**src/rtl/converter_mode_control_regs.vh**
```
// Offsets, field positions, reset values and timing for the converter control
`ifndef CONVERTER_MODE_CONTROL_REGS_VH
`define CONVERTER_MODE_CONTROL_REGS_VH

// Register offsets on the internal register port
`define PHASE_MODE_OFFSET      8'h04
`define CHANGE_DISCH_OFFSET    8'h05

// Converter phase and mode register fields
`define SYS_PHASE_HI           7
`define SYS_PHASE_LO           6
`define MEM_PHASE_HI           5
`define MEM_PHASE_LO           4
`define LOW_RIPPLE_BIT         3
`define SYS_FORCED_FIXED_FREQUENCY_BIT           2
`define CORE_FORCED_FIXED_FREQUENCY_BIT          1
`define MEM_FORCED_FIXED_FREQUENCY_BIT           0
`define SYS_PHASE_RESET        2'h2
`define MEM_PHASE_RESET        2'h3
`define CORE_PHASE_FIXED       2'h0
`define LOW_RIPPLE_RESET       1'h0
`define FORCED_FIXED_FREQUENCY_RESET             3'h0

// Core change and discharge register fields
`define GO_BIT                 7
`define PIN_SEL_BIT            6
`define SYS_DISCH_BIT          2
`define CORE_DISCH_BIT         1
`define MEM_DISCH_BIT          0
`define GO_RESET               1'h0
`define PIN_SEL_RESET          1'h1
`define DISCH_RESET            3'h0

// Core voltage codes, 0.8 V plus 25 mV per step
`define VCODE_MIN              5'h00
`define VCODE_MAX              5'h1f
`define VCODE_STRAP_LOW        5'h10
`define VCODE_STRAP_HIGH       5'h1f
`define VCODE_RESET            5'h10

// Slew codes, slowest rate doubling per code
`define SLEW_IMMEDIATE         3'h7

// One 25 mV step at 0.225 mV/us, in ns, and the clock period in ns
`define STEP_TIME_NS           111111
`define CLK_PERIOD_NS          10
`define STEP_CYCLES            14'd11111

// Inactive levels of the pin inputs while the synchronisers fill
`define PIN_IDLE_LEVELS        5'h02

`endif

```
**src/rtl/converter_mode_control_regs.v**
```verilog
// Converter phase, mode and core voltage change control registers
`timescale 1ns/10ps
`include "converter_mode_control_regs.vh"
module converter_mode_control_regs #(
   parameter [13:0] STEP_CYCLES = `STEP_CYCLES
) (
   core_clk,
   rst,
   reg_addr,
   reg_wdata,
   reg_wr,
   reg_rd,
   reg_rdata,
   reg_rvalid,
   core_voltage_setting,
   core_slew_setting,
   core_strap_pin,
   undervoltage_lockout,
   warm_reset_pin_n,
   power_on_reset_output,
   backup_rail_low,
   system_buck_en,
   core_buck_en,
   memory_buck_en,
   system_phase,
   memory_phase,
   core_phase,
   low_ripple,
   system_forced_fixed_frequency,
   core_forced_fixed_frequency,
   memory_forced_fixed_frequency,
   core_from_pin,
   core_vcode,
   core_change_busy,
   system_discharge,
   core_discharge,
   memory_discharge
);
   input  wire       core_clk;
   input  wire       rst;
   input  wire [7:0] reg_addr;
   input  wire [7:0] reg_wdata;
   input  wire       reg_wr;
   input  wire       reg_rd;
   output reg  [7:0] reg_rdata;
   output reg        reg_rvalid;
   input  wire [4:0] core_voltage_setting;
   input  wire [2:0] core_slew_setting;
   input  wire       core_strap_pin;
   input  wire       undervoltage_lockout;
   input  wire       warm_reset_pin_n;
   input  wire       power_on_reset_output;
   input  wire       backup_rail_low;
   input  wire       system_buck_en;
   input  wire       core_buck_en;
   input  wire       memory_buck_en;
   output reg  [1:0] system_phase;
   output reg  [1:0] memory_phase;
   output reg  [1:0] core_phase;
   output reg        low_ripple;
   output reg        system_forced_fixed_frequency;
   output reg        core_forced_fixed_frequency;
   output reg        memory_forced_fixed_frequency;
   output reg        core_from_pin;
   output reg  [4:0] core_vcode;
   output reg        core_change_busy;
   output reg        system_discharge;
   output reg        core_discharge;
   output reg        memory_discharge;

   localparam ST_IDLE = 2'b01;
   localparam ST_RAMP = 2'b10;
   localparam [4:0] PIN_IDLE = `PIN_IDLE_LEVELS;

   // Pin inputs in order: strap, warm reset, lockout, power-on, backup
   wire [4:0] pin_raw;
   wire [4:0] pin_level;

   assign pin_raw = {backup_rail_low, power_on_reset_output,
                     undervoltage_lockout, warm_reset_pin_n, core_strap_pin};

   genvar gi;
   generate
      for (gi = 0; gi < 5; gi = gi + 1) begin : sync_loop
         pin_sync #(
            .INIT (PIN_IDLE[gi])
         ) u_sync (
            .core_clk  (core_clk),
            .rst       (rst),
            .pin_in    (pin_raw[gi]),
            .level_out (pin_level[gi])
         );
      end
   endgenerate

   wire strap_high;
   wire pin_sel_event;

   assign strap_high = pin_level[0];
   assign pin_sel_event = ~pin_level[1] | pin_level[2] | pin_level[3] |
                          pin_level[4];

   reg  [7:0]  mode_reg;
   reg  [7:0]  mode_next;
   reg         go_reg;
   reg         go_next;
   reg         pin_sel_reg;
   reg         pin_sel_next;
   reg  [2:0]  disch_reg;
   reg  [2:0]  disch_next;
   reg  [1:0]  state_reg;
   reg  [1:0]  state_next;
   reg  [4:0]  vcode_reg;
   reg  [4:0]  vcode_next;
   reg  [13:0] step_cnt_reg;
   reg  [13:0] step_cnt_next;

   wire        wr_mode;
   wire        wr_change;
   wire [4:0]  target_code;
   wire [4:0]  strap_code;
   wire [13:0] step_period;
   wire        at_target;

   assign wr_mode   = reg_wr && (reg_addr == `PHASE_MODE_OFFSET);
   assign wr_change = reg_wr && (reg_addr == `CHANGE_DISCH_OFFSET);

   // Strap level picks 1.2 V or 1.575 V
   assign strap_code = strap_high ? `VCODE_STRAP_HIGH : `VCODE_STRAP_LOW;

   assign target_code = pin_sel_reg ? strap_code : core_voltage_setting;

   // Step spacing halves per slew code
   assign step_period = STEP_CYCLES >> core_slew_setting;

   // Done on code match, not on regulation
   assign at_target = (vcode_reg == target_code);

   // Phase, mode and forced PWM register
   always @* begin
      mode_next = mode_reg;
      if (wr_mode) begin
         mode_next = reg_wdata;
      end
   end

   // Core change control, discharge and pin select
   always @* begin
      go_next      = go_reg;
      pin_sel_next = pin_sel_reg;
      disch_next   = disch_reg;
      // Self clear when the ramp is done
      if (go_reg && (state_reg == ST_RAMP) && at_target) begin
         go_next = 1'b0;
      end
      if (wr_change) begin
         // A written 1 starts a change; a set beats the self clear
         if (reg_wdata[`GO_BIT]) begin
            go_next = 1'b1;
         end
         pin_sel_next = reg_wdata[`PIN_SEL_BIT];
         disch_next   = reg_wdata[`SYS_DISCH_BIT:`MEM_DISCH_BIT];
      end
      if (pin_sel_event) begin
         pin_sel_next = `PIN_SEL_RESET;
      end
   end

   // Core voltage code sequencer
   always @* begin
      state_next    = state_reg;
      vcode_next    = vcode_reg;
      step_cnt_next = step_cnt_reg;
      case (state_reg)
         ST_IDLE: begin
            // Start-up code follows the strap while pin selected
            if (pin_sel_reg) begin
               vcode_next = strap_code;
            end
            step_cnt_next = step_period - 14'h0001;
            if (go_reg) begin
               state_next = ST_RAMP;
            end
         end
         ST_RAMP: begin
            if (at_target) begin
               state_next    = ST_IDLE;
               step_cnt_next = step_period - 14'h0001;
            end else if (core_slew_setting == `SLEW_IMMEDIATE) begin
               // Immediate slew jumps to the target
               vcode_next = target_code;
            end else if (step_cnt_reg == 14'h0000) begin
               // One code step per slew interval
               if (vcode_reg < target_code) begin
                  vcode_next = vcode_reg + 5'h01;
               end else begin
                  vcode_next = vcode_reg - 5'h01;
               end
               step_cnt_next = step_period - 14'h0001;
            end else begin
               step_cnt_next = step_cnt_reg - 14'h0001;
            end
         end
         default: begin
            state_next    = ST_IDLE;
            step_cnt_next = step_period - 14'h0001;
         end
      endcase
   end

   always @(posedge core_clk) begin
      if (rst) begin
         // System phase resets to half cycle
         mode_reg[`SYS_PHASE_HI:`SYS_PHASE_LO] <= `SYS_PHASE_RESET;
         // Memory phase resets to three quarters
         mode_reg[`MEM_PHASE_HI:`MEM_PHASE_LO] <= `MEM_PHASE_RESET;
         mode_reg[`LOW_RIPPLE_BIT]             <= `LOW_RIPPLE_RESET;
         mode_reg[`SYS_FORCED_FIXED_FREQUENCY_BIT:`MEM_FORCED_FIXED_FREQUENCY_BIT] <= `FORCED_FIXED_FREQUENCY_RESET;
         go_reg       <= `GO_RESET;
         pin_sel_reg  <= `PIN_SEL_RESET;
         disch_reg    <= `DISCH_RESET;
         state_reg    <= ST_IDLE;
         vcode_reg    <= `VCODE_RESET;
         step_cnt_reg <= 14'h0000;
      end else begin
         mode_reg     <= mode_next;
         go_reg       <= go_next;
         pin_sel_reg  <= pin_sel_next;
         disch_reg    <= disch_next;
         state_reg    <= state_next;
         vcode_reg    <= vcode_next;
         step_cnt_reg <= step_cnt_next;
      end
   end

   // Register readback; unmapped offsets and unused bits read zero
   always @(posedge core_clk) begin
      if (rst) begin
         reg_rdata  <= 8'h00;
         reg_rvalid <= 1'b0;
      end else begin
         reg_rvalid <= reg_rd;
         if (reg_rd) begin
            case (reg_addr)
               `PHASE_MODE_OFFSET: begin
                  reg_rdata <= mode_reg;
               end
               `CHANGE_DISCH_OFFSET: begin
                  reg_rdata <= {go_reg, pin_sel_reg, 3'h0, disch_reg};
               end
               default: begin
                  reg_rdata <= 8'h00;
               end
            endcase
         end
      end
   end

   // Converter controls, registered so they never glitch
   always @(posedge core_clk) begin
      if (rst) begin
         system_phase                  <= `SYS_PHASE_RESET;
         memory_phase                  <= `MEM_PHASE_RESET;
         core_phase                    <= `CORE_PHASE_FIXED;
         low_ripple                    <= `LOW_RIPPLE_RESET;
         system_forced_fixed_frequency <= 1'b0;
         core_forced_fixed_frequency   <= 1'b0;
         memory_forced_fixed_frequency <= 1'b0;
         core_from_pin                 <= `PIN_SEL_RESET;
         core_vcode                    <= `VCODE_RESET;
         core_change_busy              <= 1'b0;
         system_discharge              <= 1'b0;
         core_discharge                <= 1'b0;
         memory_discharge              <= 1'b0;
      end else begin
         system_phase <= mode_reg[`SYS_PHASE_HI:`SYS_PHASE_LO];
         memory_phase <= mode_reg[`MEM_PHASE_HI:`MEM_PHASE_LO];
         core_phase   <= `CORE_PHASE_FIXED;
         low_ripple   <= mode_reg[`LOW_RIPPLE_BIT];
         system_forced_fixed_frequency <= mode_reg[`SYS_FORCED_FIXED_FREQUENCY_BIT];
         core_forced_fixed_frequency   <= mode_reg[`CORE_FORCED_FIXED_FREQUENCY_BIT];
         memory_forced_fixed_frequency <= mode_reg[`MEM_FORCED_FIXED_FREQUENCY_BIT];
         // Voltage source select to the analog side
         core_from_pin    <= pin_sel_reg;
         // Code drives the 25 mV step DAC
         core_vcode       <= vcode_reg;
         core_change_busy <= go_reg;
         // Discharge only while the converter is off
         system_discharge <= disch_reg[2] & ~system_buck_en;
         core_discharge   <= disch_reg[1] & ~core_buck_en;
         memory_discharge <= disch_reg[0] & ~memory_buck_en;
      end
   end
endmodule

```
**src/rtl/pin_sync.v**
```verilog
// Three-flop pin synchroniser with agreement filter
`timescale 1ns/10ps
module pin_sync #(
   parameter INIT = 1'b0
) (
   core_clk,
   rst,
   pin_in,
   level_out
);
   input  wire core_clk;
   input  wire rst;
   input  wire pin_in;
   output reg  level_out;

   reg first_reg;
   reg second_reg;
   reg third_reg;

   // First flop only feeds the second, guarding against metastability
   always @(posedge core_clk) begin
      if (rst) begin
         first_reg  <= INIT;
         second_reg <= INIT;
         third_reg  <= INIT;
         level_out  <= INIT;
      end else begin
         first_reg  <= pin_in;
         second_reg <= first_reg;
         third_reg  <= second_reg;
         if (second_reg == third_reg) begin
            level_out <= third_reg;
         end
      end
   end
endmodule

```
**config.mk**
```make
export PLATFORM = sky130hd
export DESIGN_NAME = converter_mode_control_regs
export DESIGN_NICKNAME = d
export VERILOG_FILES = /design/src/rtl/converter_mode_control_regs.v /design/src/rtl/pin_sync.v
export VERILOG_INCLUDE_DIRS = /design/src /design/src/rtl
export SDC_FILE = /design/constraint.sdc
export NUM_CORES = 1
export LEC_CHECK = 0
export BUFFER_PORTS_ARGS = -buffer_cell sky130_fd_sc_hd__buf_2
export CORE_ASPECT_RATIO = 1.75
export CORE_MARGIN = 2
export CORE_UTILIZATION = 40
export DETAILED_ROUTE_END_ITERATION = 6
export HOLD_SLACK_MARGIN = 0.15
export SETUP_SLACK_MARGIN = 0.02
export SLEW_MARGIN = 10
export SYNTH_ARGS = -nofsm -noshare
export SYNTH_HDL_FRONTEND = slang
export SYNTH_HIERARCHICAL = 1
export SYNTH_SLANG_ARGS = --single-unit
```
**constraint.sdc**
```tcl
create_clock -name core_clk -period 5.1 [get_ports core_clk]
set_input_delay 1.02 -clock core_clk [delete_from_list [all_inputs] [get_ports core_clk]]
set_output_delay 1.02 -clock core_clk [all_outputs]
set_load 0.01 [all_outputs]
```
==> flow_summary.json, run 1 <==
{
  "power.density_nw_per_um2": 327,
  "crit_chain": "buf_2, mux2i_1, ha_1, nor2b_1, o21ai_1, a21oi_1, a211oi_1, inv_1, ha_1, a21o_1, a21oi_1, xnor2_1, xnor2_1, o41a_1",
  "gp_congestion": 0.839,
  "yosysTopAreaCell": "dfxtp_1",
  "postCtsResizedCells": 0,
  "finalCritPeriodShare_pct": 72.5,
  "synth_ff_type": "dfxtp_1",
  "fin_cells": 621,
  "ys_ff_latch": 81,
  "antenna_found_initial": 0,
  "yosysSeqAreaShare_pct": 42.7,
  "maxCapViolCount": 0,
  "hold_buffers": 0,
  "total_power_mw": 1.47,
  "mappedNetlistArea_um2": 3800,
  "period_minus_slack_ns": 3.70,
  "ant_nets": 0,
  "start_util_pct": 40.6,
  "die_h_um": 133,
  "crit_arrival_ns": 3.92,
  "io_buffers": 62,
  "hold_viol_final": 0,
  "max_freq_mhz": 271,
  "max_stage_delay_ns": 0.51,
  "core_area_um2": 9350,
  "peakVddDrop_uv": 183,
  "drive_gt1_share_pct": 18.0,
  "synth_area_per_cell_um2": 8.62,
  "synth_top_area_share_pct": 42.7,
  "viasPerCell": 5.30,
  "routed_wl_um": 8910,
  "grt_util_all_layers_pct": 17.9,
  "clockBufferDepth": 2,
  "synthDistinctLibCells": 59,
  "largest_reg_flops": 14,
  "dieWidth_um": 77.7,
  "finalClockSkew_ns": 0.00512,
  "cts_made_buffers": 9,
  "clock-root-buffer": "clkbuf_16",
  "synth_edf_count": 0,
  "num_antenna_cells": 0,
  "p_leak_nw": 1.89,
  "dp.cells": 606,
  "grt_setup_unrepaired": "false",
  "num_io_pins": 65,
  "cts_sinks": 81,
  "syn_to_final_growth_pct": 18.8,
  "drc": 0,
  "grt_remaining_overflow": 0,
  "die_area_um2": 10300,
  "first_iter_violations": 146,
  "grt_pass1_vias": 3177,
  "clk_pin_slew_ns": 0.06,
  "num_rows": 47,
  "tightest_slew_ns": 1.14,
  "wl_per_cell_um": 14.3,
  "critPathTopFamily": "compound AO/OA/AOI/OAI gates",
  "vias": 3289,
  "async_reset_ff_share_pct": 0,
  "syn_inst": 441,
  "worstSkewPairLatency_ns": 0.33,
  "fin_util_pct": 48.3,
  "critPathCaptureType": "register",
  "fin_nets": 550,
  "yosysMostFrequentCell": "dfxtp_1",
  "postCtsSetupBuffers": 0,
  "cp-start-kind": "input port",
  "slowest_stage": "a211oi_1",
  "place_hpwl_um": 6630,
  "final.setup.tns_ns": 0,
  "grt_max_degree": 48,
  "grt_pass1_wl_um": 14800,
  "criticalPathCategory": "in2reg",
  "synth_area_leaders": "dfxtp_1, ha_1, a21oi_1",
  "critPathMaxFanout": 3,
  "timing.slew.headroom_pct": 24.2,
  "hold_path_class": "reg2reg",
  "outcome": "completed",
  "whs_ns": 0.428,
  "drt-pass1-iter-count": 6,
  "crit_required_ns": 5.32,
  "path_buf_inv": 2,
  "setup_viol": 0,
  "slew_violations": 0,
  "synthTopCellsByCount": "dfxtp_1, nand2_1, a21oi_1",
  "yosys_warnings": 6,
  "htree_levels": 3,
  "cts_tree": "done"
}
==> final cells by class <==
type,count,area [µm²]
clock inverter,4,76.3
tap,122,153
clock buffer,11,253
fill,941,4840
inverter,17,63.8
timing repair buffer,64,325
sequential,81,1620
multi-input combinational,322,2020
==> path summary, 6_finish.rpt <==
kind,cells past startpoint,startpoint,slack (ns),to
max reg2reg,13,pin_sel_reg,1.48,vcode_reg[4]
min,1,sync_loop[1].u_sync/first_reg,0.43,sync_loop[1].u_sync/second_reg
max,14,core_voltage_setting[1],1.40,vcode_reg[4]
min reg2reg,1,sync_loop[1].u_sync/first_reg,0.43,sync_loop[1].u_sync/second_reg
==> logic make-up (layout without fill, tap and decap cells) <==
| family | count (synthesis) | in the layout | synth area share [%] |
|---|---|---|---|
| simple gates | 170 | 170 | 23.2 |
| compound gates | 114 | 114 | 19.1 |
| flops | 81 | 81 | 42.7 |
| buf+inv | 39 | 96 | 4.21 |
| fa+ha+maj | 19 | 19 | 6.45 |
| mux | 10 | 10 | 2.70 |
| xor+xnor | 7 | 7 | 1.61 |
| other cells | 1 | 2 | 0.0987 |
==> power by group <==
part	switching, mW	total, mW	internal, mW
registers	0.0122	0.661	0.649
clock network	0.244	0.697	0.453
logic	0.0678	0.117	0.0493
==> cells in the final DEF (no fill, tap or decap), drive strengths merged, types with 11 or more instances in the layout <==
master,synthesis,final
nand3,25,25
nand2,41,41
dfxtp,81,81
nor2,32,32
clkbuf,15,11
a21oi,34,34
nor2b,26,26
buf,7,64
nor3,11,11
inv,17,17
a211oi,11,11
o21ai,29,29
ha,18,18
==> per-layer routing <==
layer / GRT usage (%) / routed length, µm
met1: 19.3 / 3490
met2: 33.0 / 4860
met3: 2.18 / 300
met4: 9.62 / 252
met5: 0 / 0
==> metrics by stage <==
step | worst slack [ns] | instance area (µm²)
5_1_grt | 1.15 | 4510
3_5_place_dp | 1.10 | 4190
2_1_floorplan | 1.48 | 3800
4_1_cts | 1.42 | 4510
3_3_place_gp | 1.20 | 4190
6_report | 1.40 | 4510
(Power assumes the default switching activity.)
==> run 2, diff against run 1 <==
Clock period 5.1 ns to 3.3 ns, I/O delays scaled along.
==> flow_summary.json, run 2 (synthesized netlist as in run 1, its figures left out) <==
{
  "clk_pin_slew_ns": 0.06,
  "fin_util_pct": 48.8,
  "routed_wl_um": 9250,
  "finalCritPeriodShare_pct": 91.6,
  "hold_path_class": "reg2reg",
  "p_leak_nw": 1.92,
  "peakVddDrop_uv": 260,
  "total_power_mw": 2.15,
  "grt_pass1_vias": 3192,
  "fin_nets": 563,
  "swShare_pct": 23.0,
  "largest_reg_flops": 14,
  "postPlaceCellArea_um2": 4290,
  "grt_util_all_layers_pct": 18.4,
  "num_io_pins": 65,
  "pwr-share-clk_pct": 43.5,
  "place_hpwl_um": 7000,
  "finalClockSkew_ns": 0.00616,
  "timing.slew.headroom_pct": 61.1,
  "drt-pass1-iter-count": 4,
  "path_buf_inv": 1,
  "vias": 3351,
  "cts_sinks": 81,
  "die_area_um2": 10300,
  "max_stage_delay_ns": 0.40,
  "num_rows": 47,
  "tightest_slew_ns": 0.578,
  "first_iter_violations": 100,
  "drc": 0,
  "grt_use_met2_pct": 34.2,
  "core_area_um2": 9350,
  "gr-usage-met3_pct": 3.34,
  "cts_tree": "done",
  "final_area_um2": 4560,
  "num_antenna_cells": 0,
  "final_common_cell": "dfxtp_1",
  "critPathCaptureType": "register",
  "crit_required_ns": 3.51,
  "clockBufferDepth": 2,
  "pwr-share-comb_pct": 8.9,
  "power.density_nw_per_um2": 470,
  "slew_violations": 0,
  "grt_pass1_wl_um": 15100,
  "max_freq_mhz": 331,
  "outcome": "completed",
  "grt_busiest_layer": "met2",
  "drive_gt1_share_pct": 20.2,
  "cts_made_buffers": 9,
  "final_cell_mix": "dfxtp_1, buf_2, nand2_1",
  "slowest_stage": "dfxtp_2",
  "syn_to_final_growth_pct": 20.1,
  "worstSkewPairLatency_ns": 0.33,
  "crit_chain": "mux2i_1, ha_1, nor2b_1, o21ai_1, a21oi_1, a211oi_2, inv_1, ha_1, a21o_1, a21oi_1, xnor2_1, xnor2_1, o41a_1",
  "period_minus_slack_ns": 3.02,
  "final.setup.tns_ns": 0,
  "critPathTopFamily": "compound AO/OA/AOI/OAI gates",
  "p_seq_share_pct": 47.6,
  "whs_ns": 0.426,
  "setup_viol": 0,
  "start_util_pct": 40.6,
  "met1_usage_pct": 19.3,
  "antenna_found_initial": 0,
  "wl_per_cell_um": 14.6,
  "gp_congestion": 0.833,
  "r2r_start": "pin_sel_reg",
  "criticalPathCategory": "reg2reg",
  "grt_setup_unrepaired": "false",
  "ant_nets": 0,
  "viasPerCell": 5.30,
  "grt_remaining_overflow": 0,
  "clock-root-buffer": "clkbuf_16",
  "maxCapViolCount": 0,
  "htree_levels": 3,
  "cp-start-kind": "register",
  "hp-start": "sync_loop[1].u_sync/first_reg",
  "grt_max_degree": 37,
  "p_int_mw": 1.65,
  "io_buffers": 62,
  "critPathMaxFanout": 5,
  "hold_viol_final": 0,
  "die_h_um": 133,
  "cp-startpoint": "pin_sel_reg",
  "crit_arrival_ns": 3.23,
  "dieWidth_um": 77.7,
  "p_sw_mw": 0.493
}
-- run 2: cell types whose count changed in the layout (fill, tap and decap cells not counted), sizes merged --
cell    delta
clkbuf     -2
bufinv     -1
buf       +13
clkinv     +1
-- run 2: layer usage --
metal | up-vias | share of wire, %
li1 | 1697 | -
met5 | - | 0
met2 | 62 | 55
met4 | 0 | 2.8
met3 | 14 | 2.8
met1 | 1578 | 40
-- run 2: layout make-up --
cell class,instances,area (µm²)
sequential,81,1620
clock buffer,9,225
clock inverter,4,47.5
fill,929,4790
tap,122,153
timing repair buffer,77,423
multi-input combinational,322,2030
inverter,17,63.8
-- run 2: timing repair --
item / CTS / global route
setup endpoints to repair: 0 / 1
hold buffers: 0 / 0
buffers inserted: 0 / 0
gates resized for setup: 0 / 1
-- run 2: worst paths after layout --
check,slack (ns),endpoint,depth (start not counted)
setup / recovery,0.28,vcode_reg[4],13
hold / removal,0.43,sync_loop[1].u_sync/second_reg,1
setup reg to reg,0.28,vcode_reg[4],13
hold reg to reg,0.43,sync_loop[1].u_sync/second_reg,1
-- run 2: power groups by stage --
| stage | Sequential, mW | Clock (mW) | Combinational (mW) |
|---|---|---|---|
| CTS | 1.02 | 0.958 | 0.191 |
| finish | 1.02 | 0.934 | 0.190 |
| global placement | 1.04 | 0 | 0.188 |
| global route | 1.02 | 0.996 | 0.211 |
| floorplan | 1.04 | 0 | 0.121 |
| detailed placement | 1.04 | 0 | 0.190 |
-- run 2: stage by stage --
stage / worst slack, ns / instances
5_1_grt: 0.0613 / 632
4_1_cts: 0.165 / 632
2_1_floorplan: 0.133 / 442
3_5_place_dp: -0.00720 / 619
3_3_place_gp: 0.102 / 619
6_report: 0.277 / 632
-- run 2: worst reg2reg max path, cell delays in order, from the launching register on --
cell and delay, ns:
dfxtp_2 0.40, mux2i_1 0.26, ha_1 0.28, nor2b_1 0.14
o21ai_1 0.11, a21oi_1 0.09, a211oi_2 0.25, inv_1 0.09
ha_1 0.33, a21o_1 0.19, a21oi_1 0.17, xnor2_1 0.15
xnor2_1 0.09, o41a_1 0.36
